<file path="config.mk">
export PLATFORM = sky130hd
export DESIGN_NAME = smcg_ctrl
export DESIGN_NICKNAME = d
export VERILOG_FILES = /design/src/rtl/smcg_pkg.sv /design/src/rtl/smcg_ctrl.sv
export SDC_FILE = /design/constraint.sdc
export NUM_CORES = 1
export LEC_CHECK = 0
export BUFFER_PORTS_ARGS = -buffer_cell sky130_fd_sc_hd__clkbuf_2
export CORE_AREA = 2 2 39 41
export DETAILED_ROUTE_END_ITERATION = 12
export DIE_AREA = 0 0 41 43
export PLACE_DENSITY = 0.72
export SETUP_SLACK_MARGIN = 0.4
export SYNTH_ARGS = -nofsm -noshare
export SYNTH_HDL_FRONTEND = slang
export SYNTH_SLANG_ARGS = --single-unit
</file>
<file path="constraint.sdc">
create_clock -name ref_clk -period 2.2 [get_ports ref_clk]
set_clock_uncertainty 0.15 [all_clocks]
set_input_delay 0.44 -clock ref_clk [delete_from_list [all_inputs] [get_ports ref_clk]]
set_output_delay 0.44 -clock ref_clk [all_outputs]
set_load 0.005 [all_outputs]
</file>
<file path="src/rtl/smcg_pkg.sv">
/*
 * Package for the sleep-mode clock-gating controller: mode codes,
 * gate vector layout, state encoding and reset values.
 * Assumes a single 200 MHz reference clock.
 */
package smcg_pkg;

    // sleep mode select codes
    typedef enum logic [2:0] {
        SMCG_MODE_IDLE     = 3'h0,
        SMCG_MODE_ADC_QUIET = 3'h1,
        SMCG_MODE_PWR_DOWN = 3'h2,
        SMCG_MODE_PWR_SAVE = 3'h3,
        SMCG_MODE_STANDBY  = 3'h6,
        SMCG_MODE_EXT_STBY = 3'h7
    } smcg_mode_e;

    // per-domain clock enables
    typedef struct packed {
        logic cpu;
        logic sram;
        logic timer;
        logic spi;
        logic irq;
        logic adc;
        logic async_tmr;
        logic osc;
    } smcg_gate_s;

    localparam smcg_gate_s SMCG_ALL_ON = 8'hff;

    typedef enum logic [1:0] {
        SMCG_RUN,
        SMCG_SLEEP,
        SMCG_WAKE
    } smcg_state_e;

    // cycles of gate restore before the core is released
    localparam int unsigned SMCG_WAKE_CYCLES = 2;
    localparam logic [1:0]  SMCG_WAKE_CNT_W1 = 2'(SMCG_WAKE_CYCLES - 1);

    typedef struct packed {
        smcg_state_e state;
        smcg_gate_s  gate;
        logic [1:0]  wake_cnt;
        logic        bad_mode;
    } smcg_state_s;

    localparam smcg_state_s SMCG_RESET_STATE =
        '{state: SMCG_RUN, gate: SMCG_ALL_ON, wake_cnt: 2'h0,
          bad_mode: 1'b0};

endpackage

</file>
<file path="src/rtl/smcg_ctrl.sv">
/*
 * Sleep-mode clock-gating controller. Gates domain clocks per selected
 * sleep mode; on wake restores all but the cpu clock before releasing the core.
 * Assumes the core raises sleep_req for one cycle on a sleep instruction
 * with sleep_en set, and waits for core_run before executing again.
 */
// Functional notes
// - six software-selectable sleep modes
// - idle: only processor clock halted
// - power-down: oscillator stopped, wake by interrupt/reset
// - power-save: as power-down, async timer runs
// - adc quiet: only oscillator, async timer and ADC clocked
// - standby: oscillator runs, all else sleeps
// - extended standby: oscillator and async timer run
`timescale 1ns/1ps
`default_nettype none

module smcg_ctrl (
    // clock and reset
    input  wire logic               ref_clk,
    input  wire logic               sys_rst,
    // core side
    input  wire logic               sleep_en,
    input  wire logic [2:0]         sleep_mode,
    input  wire logic               sleep_req,
    input  wire logic               wake_irq,
    output logic                    core_run,
    output logic                    mode_illegal,
    // gated domains
    output smcg_pkg::smcg_gate_s    clk_gate
);

    smcg_pkg::smcg_state_s st;
    smcg_pkg::smcg_state_s next_st;

    function automatic smcg_pkg::smcg_gate_s mode_gates(
        input logic [2:0] m);
        smcg_pkg::smcg_gate_s g;
        g = '0;
        unique case (m)
            smcg_pkg::SMCG_MODE_IDLE: begin
                g = smcg_pkg::SMCG_ALL_ON;
                g.cpu = 1'b0;
            end
            smcg_pkg::SMCG_MODE_ADC_QUIET: begin
                g.adc = 1'b1;
                g.async_tmr = 1'b1;
                g.osc = 1'b1;
            end
            smcg_pkg::SMCG_MODE_PWR_DOWN: begin
                g = '0;
            end
            smcg_pkg::SMCG_MODE_PWR_SAVE: begin
                g.async_tmr = 1'b1;
            end
            smcg_pkg::SMCG_MODE_STANDBY: begin
                g.osc = 1'b1;
            end
            smcg_pkg::SMCG_MODE_EXT_STBY: begin
                g.osc = 1'b1;
                g.async_tmr = 1'b1;
            end
            default: begin
                g = smcg_pkg::SMCG_ALL_ON;
            end
        endcase
        return g;
    endfunction

    function automatic logic mode_ok(input logic [2:0] m);
        return (m == smcg_pkg::SMCG_MODE_IDLE) ||
               (m == smcg_pkg::SMCG_MODE_ADC_QUIET) ||
               (m == smcg_pkg::SMCG_MODE_PWR_DOWN) ||
               (m == smcg_pkg::SMCG_MODE_PWR_SAVE) ||
               (m == smcg_pkg::SMCG_MODE_STANDBY) ||
               (m == smcg_pkg::SMCG_MODE_EXT_STBY);
    endfunction

    always_comb begin
        next_st = st;
        unique case (st.state)
            smcg_pkg::SMCG_RUN: begin
                next_st.gate = smcg_pkg::SMCG_ALL_ON;
                if (sleep_req && sleep_en) begin
                    // reserved codes do not sleep, flag them
                    if (mode_ok(sleep_mode)) begin
                        next_st.state = smcg_pkg::SMCG_SLEEP;
                        next_st.gate = mode_gates(sleep_mode);
                        next_st.bad_mode = 1'b0;
                    end else begin
                        next_st.bad_mode = 1'b1;
                    end
                end
            end
            smcg_pkg::SMCG_SLEEP: begin
                if (wake_irq) begin
                    next_st.state = smcg_pkg::SMCG_WAKE;
                    next_st.gate = smcg_pkg::SMCG_ALL_ON;
                    next_st.gate.cpu = 1'b0;
                    next_st.wake_cnt = smcg_pkg::SMCG_WAKE_CNT_W1;
                end
            end
            smcg_pkg::SMCG_WAKE: begin
                if (st.wake_cnt == 2'h0) begin
                    next_st.state = smcg_pkg::SMCG_RUN;
                    next_st.gate = smcg_pkg::SMCG_ALL_ON;
                end else begin
                    next_st.wake_cnt = st.wake_cnt - 2'h1;
                end
            end
        endcase
    end

    always_ff @(posedge ref_clk or posedge sys_rst) begin
        if (sys_rst) begin
            st <= smcg_pkg::SMCG_RESET_STATE;
        end else begin
            st <= next_st;
        end
    end

    assign clk_gate = st.gate;
    assign core_run = (st.state == smcg_pkg::SMCG_RUN);
    assign mode_illegal = st.bad_mode;

endmodule

`default_nettype wire

</file>
# Word level (Yosys, flattened, before mapping)
# Cells that the tools add are included.
[totals]
inputBits = 8
output_inout_bits = 10
ff_bits = 13
[op_classes]
n_mux = 12
reduce_logical = 18
add_sub_neg = 1
eq_ne = 12
[op_table]
columns = ["operator", "count"]
rows = [
  ["$mux W10", 3],
  ["$pmux W10 S3", 1],
  ["$mux W12", 1],
  ["$pmux W5 S2", 1],
  ["$eq A3 B2 Y1 const B", 2],
  ["$eq A3 B3 Y1 const B", 2],
  ["$ne A2 B2 Y1 const B", 3],
  ["$logic_or A1 B1 Y1", 5],
  ["$reduce_or A5 Y1", 1],
  ["$logic_not A2 Y1", 2],
  ["$mux W1", 4],
  ["$ne A2 B1 Y1 const B", 2],
  ["$pmux W2 S2", 1],
  ["$reduce_and A2 Y1", 2],
  ["$reduce_and A4 Y1", 1],
  ["$reduce_or A2 Y1", 2],
  ["$reduce_or A4 Y1", 1],
  ["$eq A3 B1 Y1 const B", 1],
  ["$logic_not A3 Y1", 1],
  ["$reduce_and A3 Y1", 1],
  ["$eq A2 B1 Y1 const B", 1],
  ["$eq A2 B2 Y1 const B", 1],
  ["$mux W2", 1],
  ["$reduce_bool A2 Y1", 1],
  ["other kinds (2)", 2],
]

# Logic depth before layout (Yosys ltp)
[depth]
word_depth = 9
depth_mapped = 6
depth_no_buf = 6

# Worst setup path before layout
# No wires, ideal clock.
[synth_path]
kind = "reg2reg"
start = "register st[11] (netlist name)"
end = "register st[12] (netlist name)"
n_path_buf = 0
t_arrival_ns = 1.341
path_stages_with_launch = 6
setup_ns = 0.125
required_ns = 1.925
setup_slack_ns = 0.584
path_cell_list = "dfrtp_1 -> ha_1 -> nor2b_2 -> a21oi_4 -> nand2_2 -> mux2_4"
[synth_between]
elab_chain_len = 3
[synth_rtl]
columns = ["element", "line", "rtl"]
rows = [
  ["start: declaration", "smcg_ctrl.sv:33", "smcg_pkg::smcg_state_s st;"],
  ["start signal: assignment", "smcg_ctrl.sv:116", "st <= smcg_pkg::SMCG_RESET_STATE;"],
  ["start signal: assignment", "smcg_ctrl.sv:118", "st <= next_st;"],
  ["$eq A2 B2 Y1, or another cell as far along", "smcg_ctrl.sv:81", "unique case (st.state)"],
  ["$ne A2 B2 Y1 (no source line) or $ne A2 B1 Y1 (tied branches)", "n/a", ""],
  ["$reduce_and A4 Y1 (no source line)", "n/a", ""],
]
# Several ways; a longest one is shown, not always the timed one.
# A chain may end at the register's enable or synchronous reset.

# Final worst setup path
[layout_path]
start = "register st[11] (netlist name)"
end = "output core_run"
[layout_between]
elab_chain_len = 1
[layout_rtl]
columns = ["element", "line", "rtl"]
rows = [
  ["$logic_not A2 Y1", "smcg_ctrl.sv:123", "assign core_run = (st.state == smcg_pkg::SMCG_RUN);"],
  ["end: declaration", "smcg_ctrl.sv:27", "output logic core_run,"],
]
# Every way passes these cells.

==> flow_results.xml <==
<?xml version="1.0" encoding="UTF-8"?>
<metrics>
  <group name="synth">
    <metric name="post-synth-top-count-cell" unit="">buf_4</metric>
    <metric name="synth_edf_count" unit="">0</metric>
    <metric name="postSynthCellCount" unit="">58</metric>
    <metric name="avg_cell_area_syn" unit="um2">10.6</metric>
    <metric name="yosys_most_used_dff" unit="">dfstp_2</metric>
    <metric name="synth.area.top_cells" unit="">dfstp_2 21%, dfrtp_1 20%, ha_1 10%, buf_4 9.8%, inv_1 3.7%</metric>
    <metric name="ys_warn_count" unit="">0</metric>
    <metric name="syn-cell-area" unit="um2">616</metric>
    <metric name="synth_largest_area_cell" unit="">dfstp_2</metric>
    <metric name="yosysTopAreaCellShare" unit="%">21.3</metric>
    <metric name="ys_ff_latch" unit="">10</metric>
    <metric name="yosysSeqAreaShare" unit="%">41.7</metric>
    <metric name="yosysUniqueCellTypes" unit="">26</metric>
    <metric name="synth_top_cells_by_count" unit="">8 x buf_4, 6 x inv_1, 5 x dfrtp_1, 5 x dfstp_2, 5 x ha_1</metric>
    <metric name="synth_async_sr_flop_share" unit="%">100</metric>
    <metric name="synth.net_count" unit="">71</metric>
  </group>
  <group name="clocking">
    <metric name="cts_root_buf" unit="">clkbuf_4</metric>
    <metric name="cts_max_path_buffers" unit="">2</metric>
    <metric name="clkSinkCount" unit="">10</metric>
    <metric name="clock_tree_from_tritoncts" unit="">done</metric>
    <metric name="clk_slew_on_worst_s_h_paths" unit="ns">0.07</metric>
    <metric name="number_of_h_tree_levels" unit="">1</metric>
    <metric name="worstSkewPairLatency" unit="ns">0.27</metric>
    <metric name="cts-buffers-inserted" unit="">3</metric>
  </group>
  <group name="cells_and_area">
    <metric name="register_area" unit="um2">256</metric>
    <metric name="final_cell_count_no_fill" unit="">90</metric>
    <metric name="drive_gt1_share" unit="%">52.7</metric>
    <metric name="flow.area_growth_from_synthesis" unit="%">17.9</metric>
    <metric name="multi_input_area" unit="um2">294</metric>
    <metric name="filler_cell_count" unit="">129</metric>
    <metric name="post-route-cell-area" unit="um2">726</metric>
    <metric name="insertedDiodeCount" unit="">0</metric>
    <metric name="fin_nets" unit="">88</metric>
  </group>
  <group name="power_and_ir_drop">
    <metric name="power.ir.vdd_worst" unit="V">0.000539</metric>
    <metric name="power.total" unit="uW">975</metric>
    <metric name="power.density_cell_area" unit="nW/um2">1340</metric>
    <metric name="power.leakage" unit="uW">0.000326</metric>
  </group>
  <group name="timing">
    <metric name="tightestPinTransition" unit="ns">0.386</metric>
    <metric name="grt_setup_unrepaired" unit="">false</metric>
    <metric name="timing.setup.tns" unit="ns">0</metric>
    <metric name="hold_viol_final" unit="">0</metric>
    <metric name="crit_share_post_route" unit="%">76.9</metric>
    <metric name="worst_slew_margin_rel" unit="%">74.2</metric>
    <metric name="timing_max_transition_violations_final" unit="">0</metric>
    <metric name="fin_crit" unit="ns">1.69</metric>
    <metric name="achievable_freq" unit="MHz">591</metric>
    <metric name="setup_violations" unit="">0</metric>
  </group>
  <group name="critical_path">
    <metric name="critical_path_required" unit="ns">1.61</metric>
    <metric name="timing.critical_path.arrival" unit="ns">1.10</metric>
    <metric name="timing.critical_path.cells" unit="">inv_1, ha_2, clkbuf_2</metric>
    <metric name="critical_path.endpoint_type" unit="">primary output</metric>
    <metric name="setup.worst_path.start_class" unit="">register</metric>
    <metric name="crit_path_max_incr_delay" unit="ns">0.41</metric>
    <metric name="crit_buf_inv" unit="">2</metric>
    <metric name="critical-path-slowest-cell" unit="">dfrtp_1</metric>
    <metric name="critical_path.top_delay_family" unit="">flip-flops</metric>
    <metric name="peak_fanout_along_the_critical_path" unit="">4</metric>
    <metric name="critical_path_class" unit="">register to primary output</metric>
  </group>
  <group name="global_route">
    <metric name="antenna_violations_before_repair" unit="">0</metric>
    <metric name="grt_first_pass_wirelength" unit="um">1690</metric>
    <metric name="global_route.overflow_total" unit="">0</metric>
    <metric name="pin_count_of_the_biggest_net_entering_global_routing" unit="">11</metric>
    <metric name="global_route.usage.total" unit="%">14.4</metric>
    <metric name="grt_pass1_vias" unit="">405</metric>
  </group>
  <group name="floorplanning">
    <metric name="coreArea" unit="um2">1380</metric>
    <metric name="starting_utilization_of_the_core_area" unit="%">44.5</metric>
    <metric name="fp-row-count" unit="">14</metric>
    <metric name="chipWidth" unit="um">41</metric>
    <metric name="floorplan.io_pins" unit="">18</metric>
    <metric name="die_area" unit="um2">1760</metric>
    <metric name="die_height" unit="um">43</metric>
  </group>
  <group name="outcome">
    <metric name="status" unit="">finished, final reports clean</metric>
  </group>
  <group name="place">
    <metric name="dp_hpwl" unit="um">788</metric>
    <metric name="gp_congestion" unit="">0.776</metric>
    <metric name="placed_cells" unit="">83</metric>
    <metric name="io_buffers" unit="">17</metric>
    <metric name="placed_area" unit="um2">661</metric>
  </group>
  <group name="detailed_routing">
    <metric name="final_antenna_net_count" unit="">0</metric>
    <metric name="route.vias.total" unit="">435</metric>
    <metric name="firstDrtPassIters" unit="">2</metric>
    <metric name="via_density" unit="">4.83</metric>
    <metric name="first_iter_violations" unit="">3</metric>
    <metric name="routed_wire_length_per_instance" unit="um">11.6</metric>
    <metric name="drc" unit="">0</metric>
    <metric name="routed_wirelength" unit="um">1040</metric>
  </group>
  <group name="job">
    <metric name="cap_viol_max_count" unit="">0</metric>
  </group>
  <group name="worst_hold_path">
    <metric name="holdCritPathClass" unit="">primary input to register</metric>
  </group>
</metrics>
-- sequential cells by signal, indices dropped and copies added, names as in the netlist --
| name | cells |
|---|---|
| clk_gate | 5 |
| mode_illegal | 1 |
| st | 4 |
-- repair_timing --
item / in CTS / in global routing
hold buffers: 1 / 0
gates resized for setup: 0 / 3
endpoints found under the setup margin: 0 / 5
buffers inserted: 0 / 1
hold endpoints to repair: 5 / 0
-- path summary, 6_finish.rpt --
path / start / end / slack [ns] / cells past startpoint
max: st[11] / core_run / 0.51 / 3
min: sleep_mode[2] / clk_gate[0] / 0.26 / 2
max reg2reg: st[1] / st[12] / 0.53 / 6
min reg2reg: st[2] / st[2] / 0.38 / 1
max in group asynchronous: sys_rst / clk_gate[0] / 1.05 / 3
min in group asynchronous: sys_rst / st[2] / 0.53 / 3
-- layout by cell type, fill, tap and decap left out, types with 2 or more instances in the layout --
cell type	Yosys	routed
o22a_2	2	2
nand2_1	2	2
ha_1	5	4
inv_1	6	6
o21a_1	2	2
clkbuf_4	0	3
mux2_2	2	2
a21oi_1	3	3
nor2_1	2	2
dfstp_2	5	5
dfrtp_1	5	5
clkbuf_2	0	17
-- through the flow --
stage               utilization [%]  worst slack, ns  hold slack [ns]
CTS                            50.4            0.429            0.254
global route                   52.4            0.418            0.260
global placement               47.7            0.449            0.264
finish                         52.4            0.509            0.259
floorplan                         -            0.584            0.127
detailed placement             47.7            0.435            0.271
-- worst register-to-register path: cells and delay by family (launching register included) --
kind | cells | cell delay (ns)
adders and majority gates | 1 | 0.24
AOI/OAI and AO/OA | 1 | 0.22
buffers and inverters | 2 | 0.16
muxes | 1 | 0.30
DFF | 1 | 0.38
and+or+nand+nor | 1 | 0.10
-- power breakdown --
part,internal [uW],switching (uW)
clock,70.0,63.9
combinational,270,263
sequential,265,43.0
total,606,370
-- metal layers --
metal / global-route usage [%] / vias to the layer above / part of all wire [%]
met5: 0 / - / 0
met4: 8.00 / 0 / 1.4
met3: 4.71 / 2 / 5.8
met2: 20.3 / 14 / 47
met1: 18.4 / 194 / 46
li1: - / 225 / -
-- cell families (layout without fill, tap and decap cells) --
logic type               after synthesis  count (layout)  share of synthesized area, %
AO/OA/AOI/OAI                         15              16                          19.3
buffers and inverters                 15              30                          14.0
flip-flops                            10              10                          41.7
AND/OR/NAND/NOR                       10              10                          8.74
adder cells (fa/ha/maj)                5               5                          10.2
multiplexers                           3               3                          6.10
-- area by class of cell --
cell class	instances	share of cell area (%)
flip-flops and latches	10	35.3
multi-input cells	34	40.5
repair buffers	19	14.1
well taps	16	2.76
inverters	7	3.62
clock buffers	4	3.62
Power figures use the tool's default switching activity.
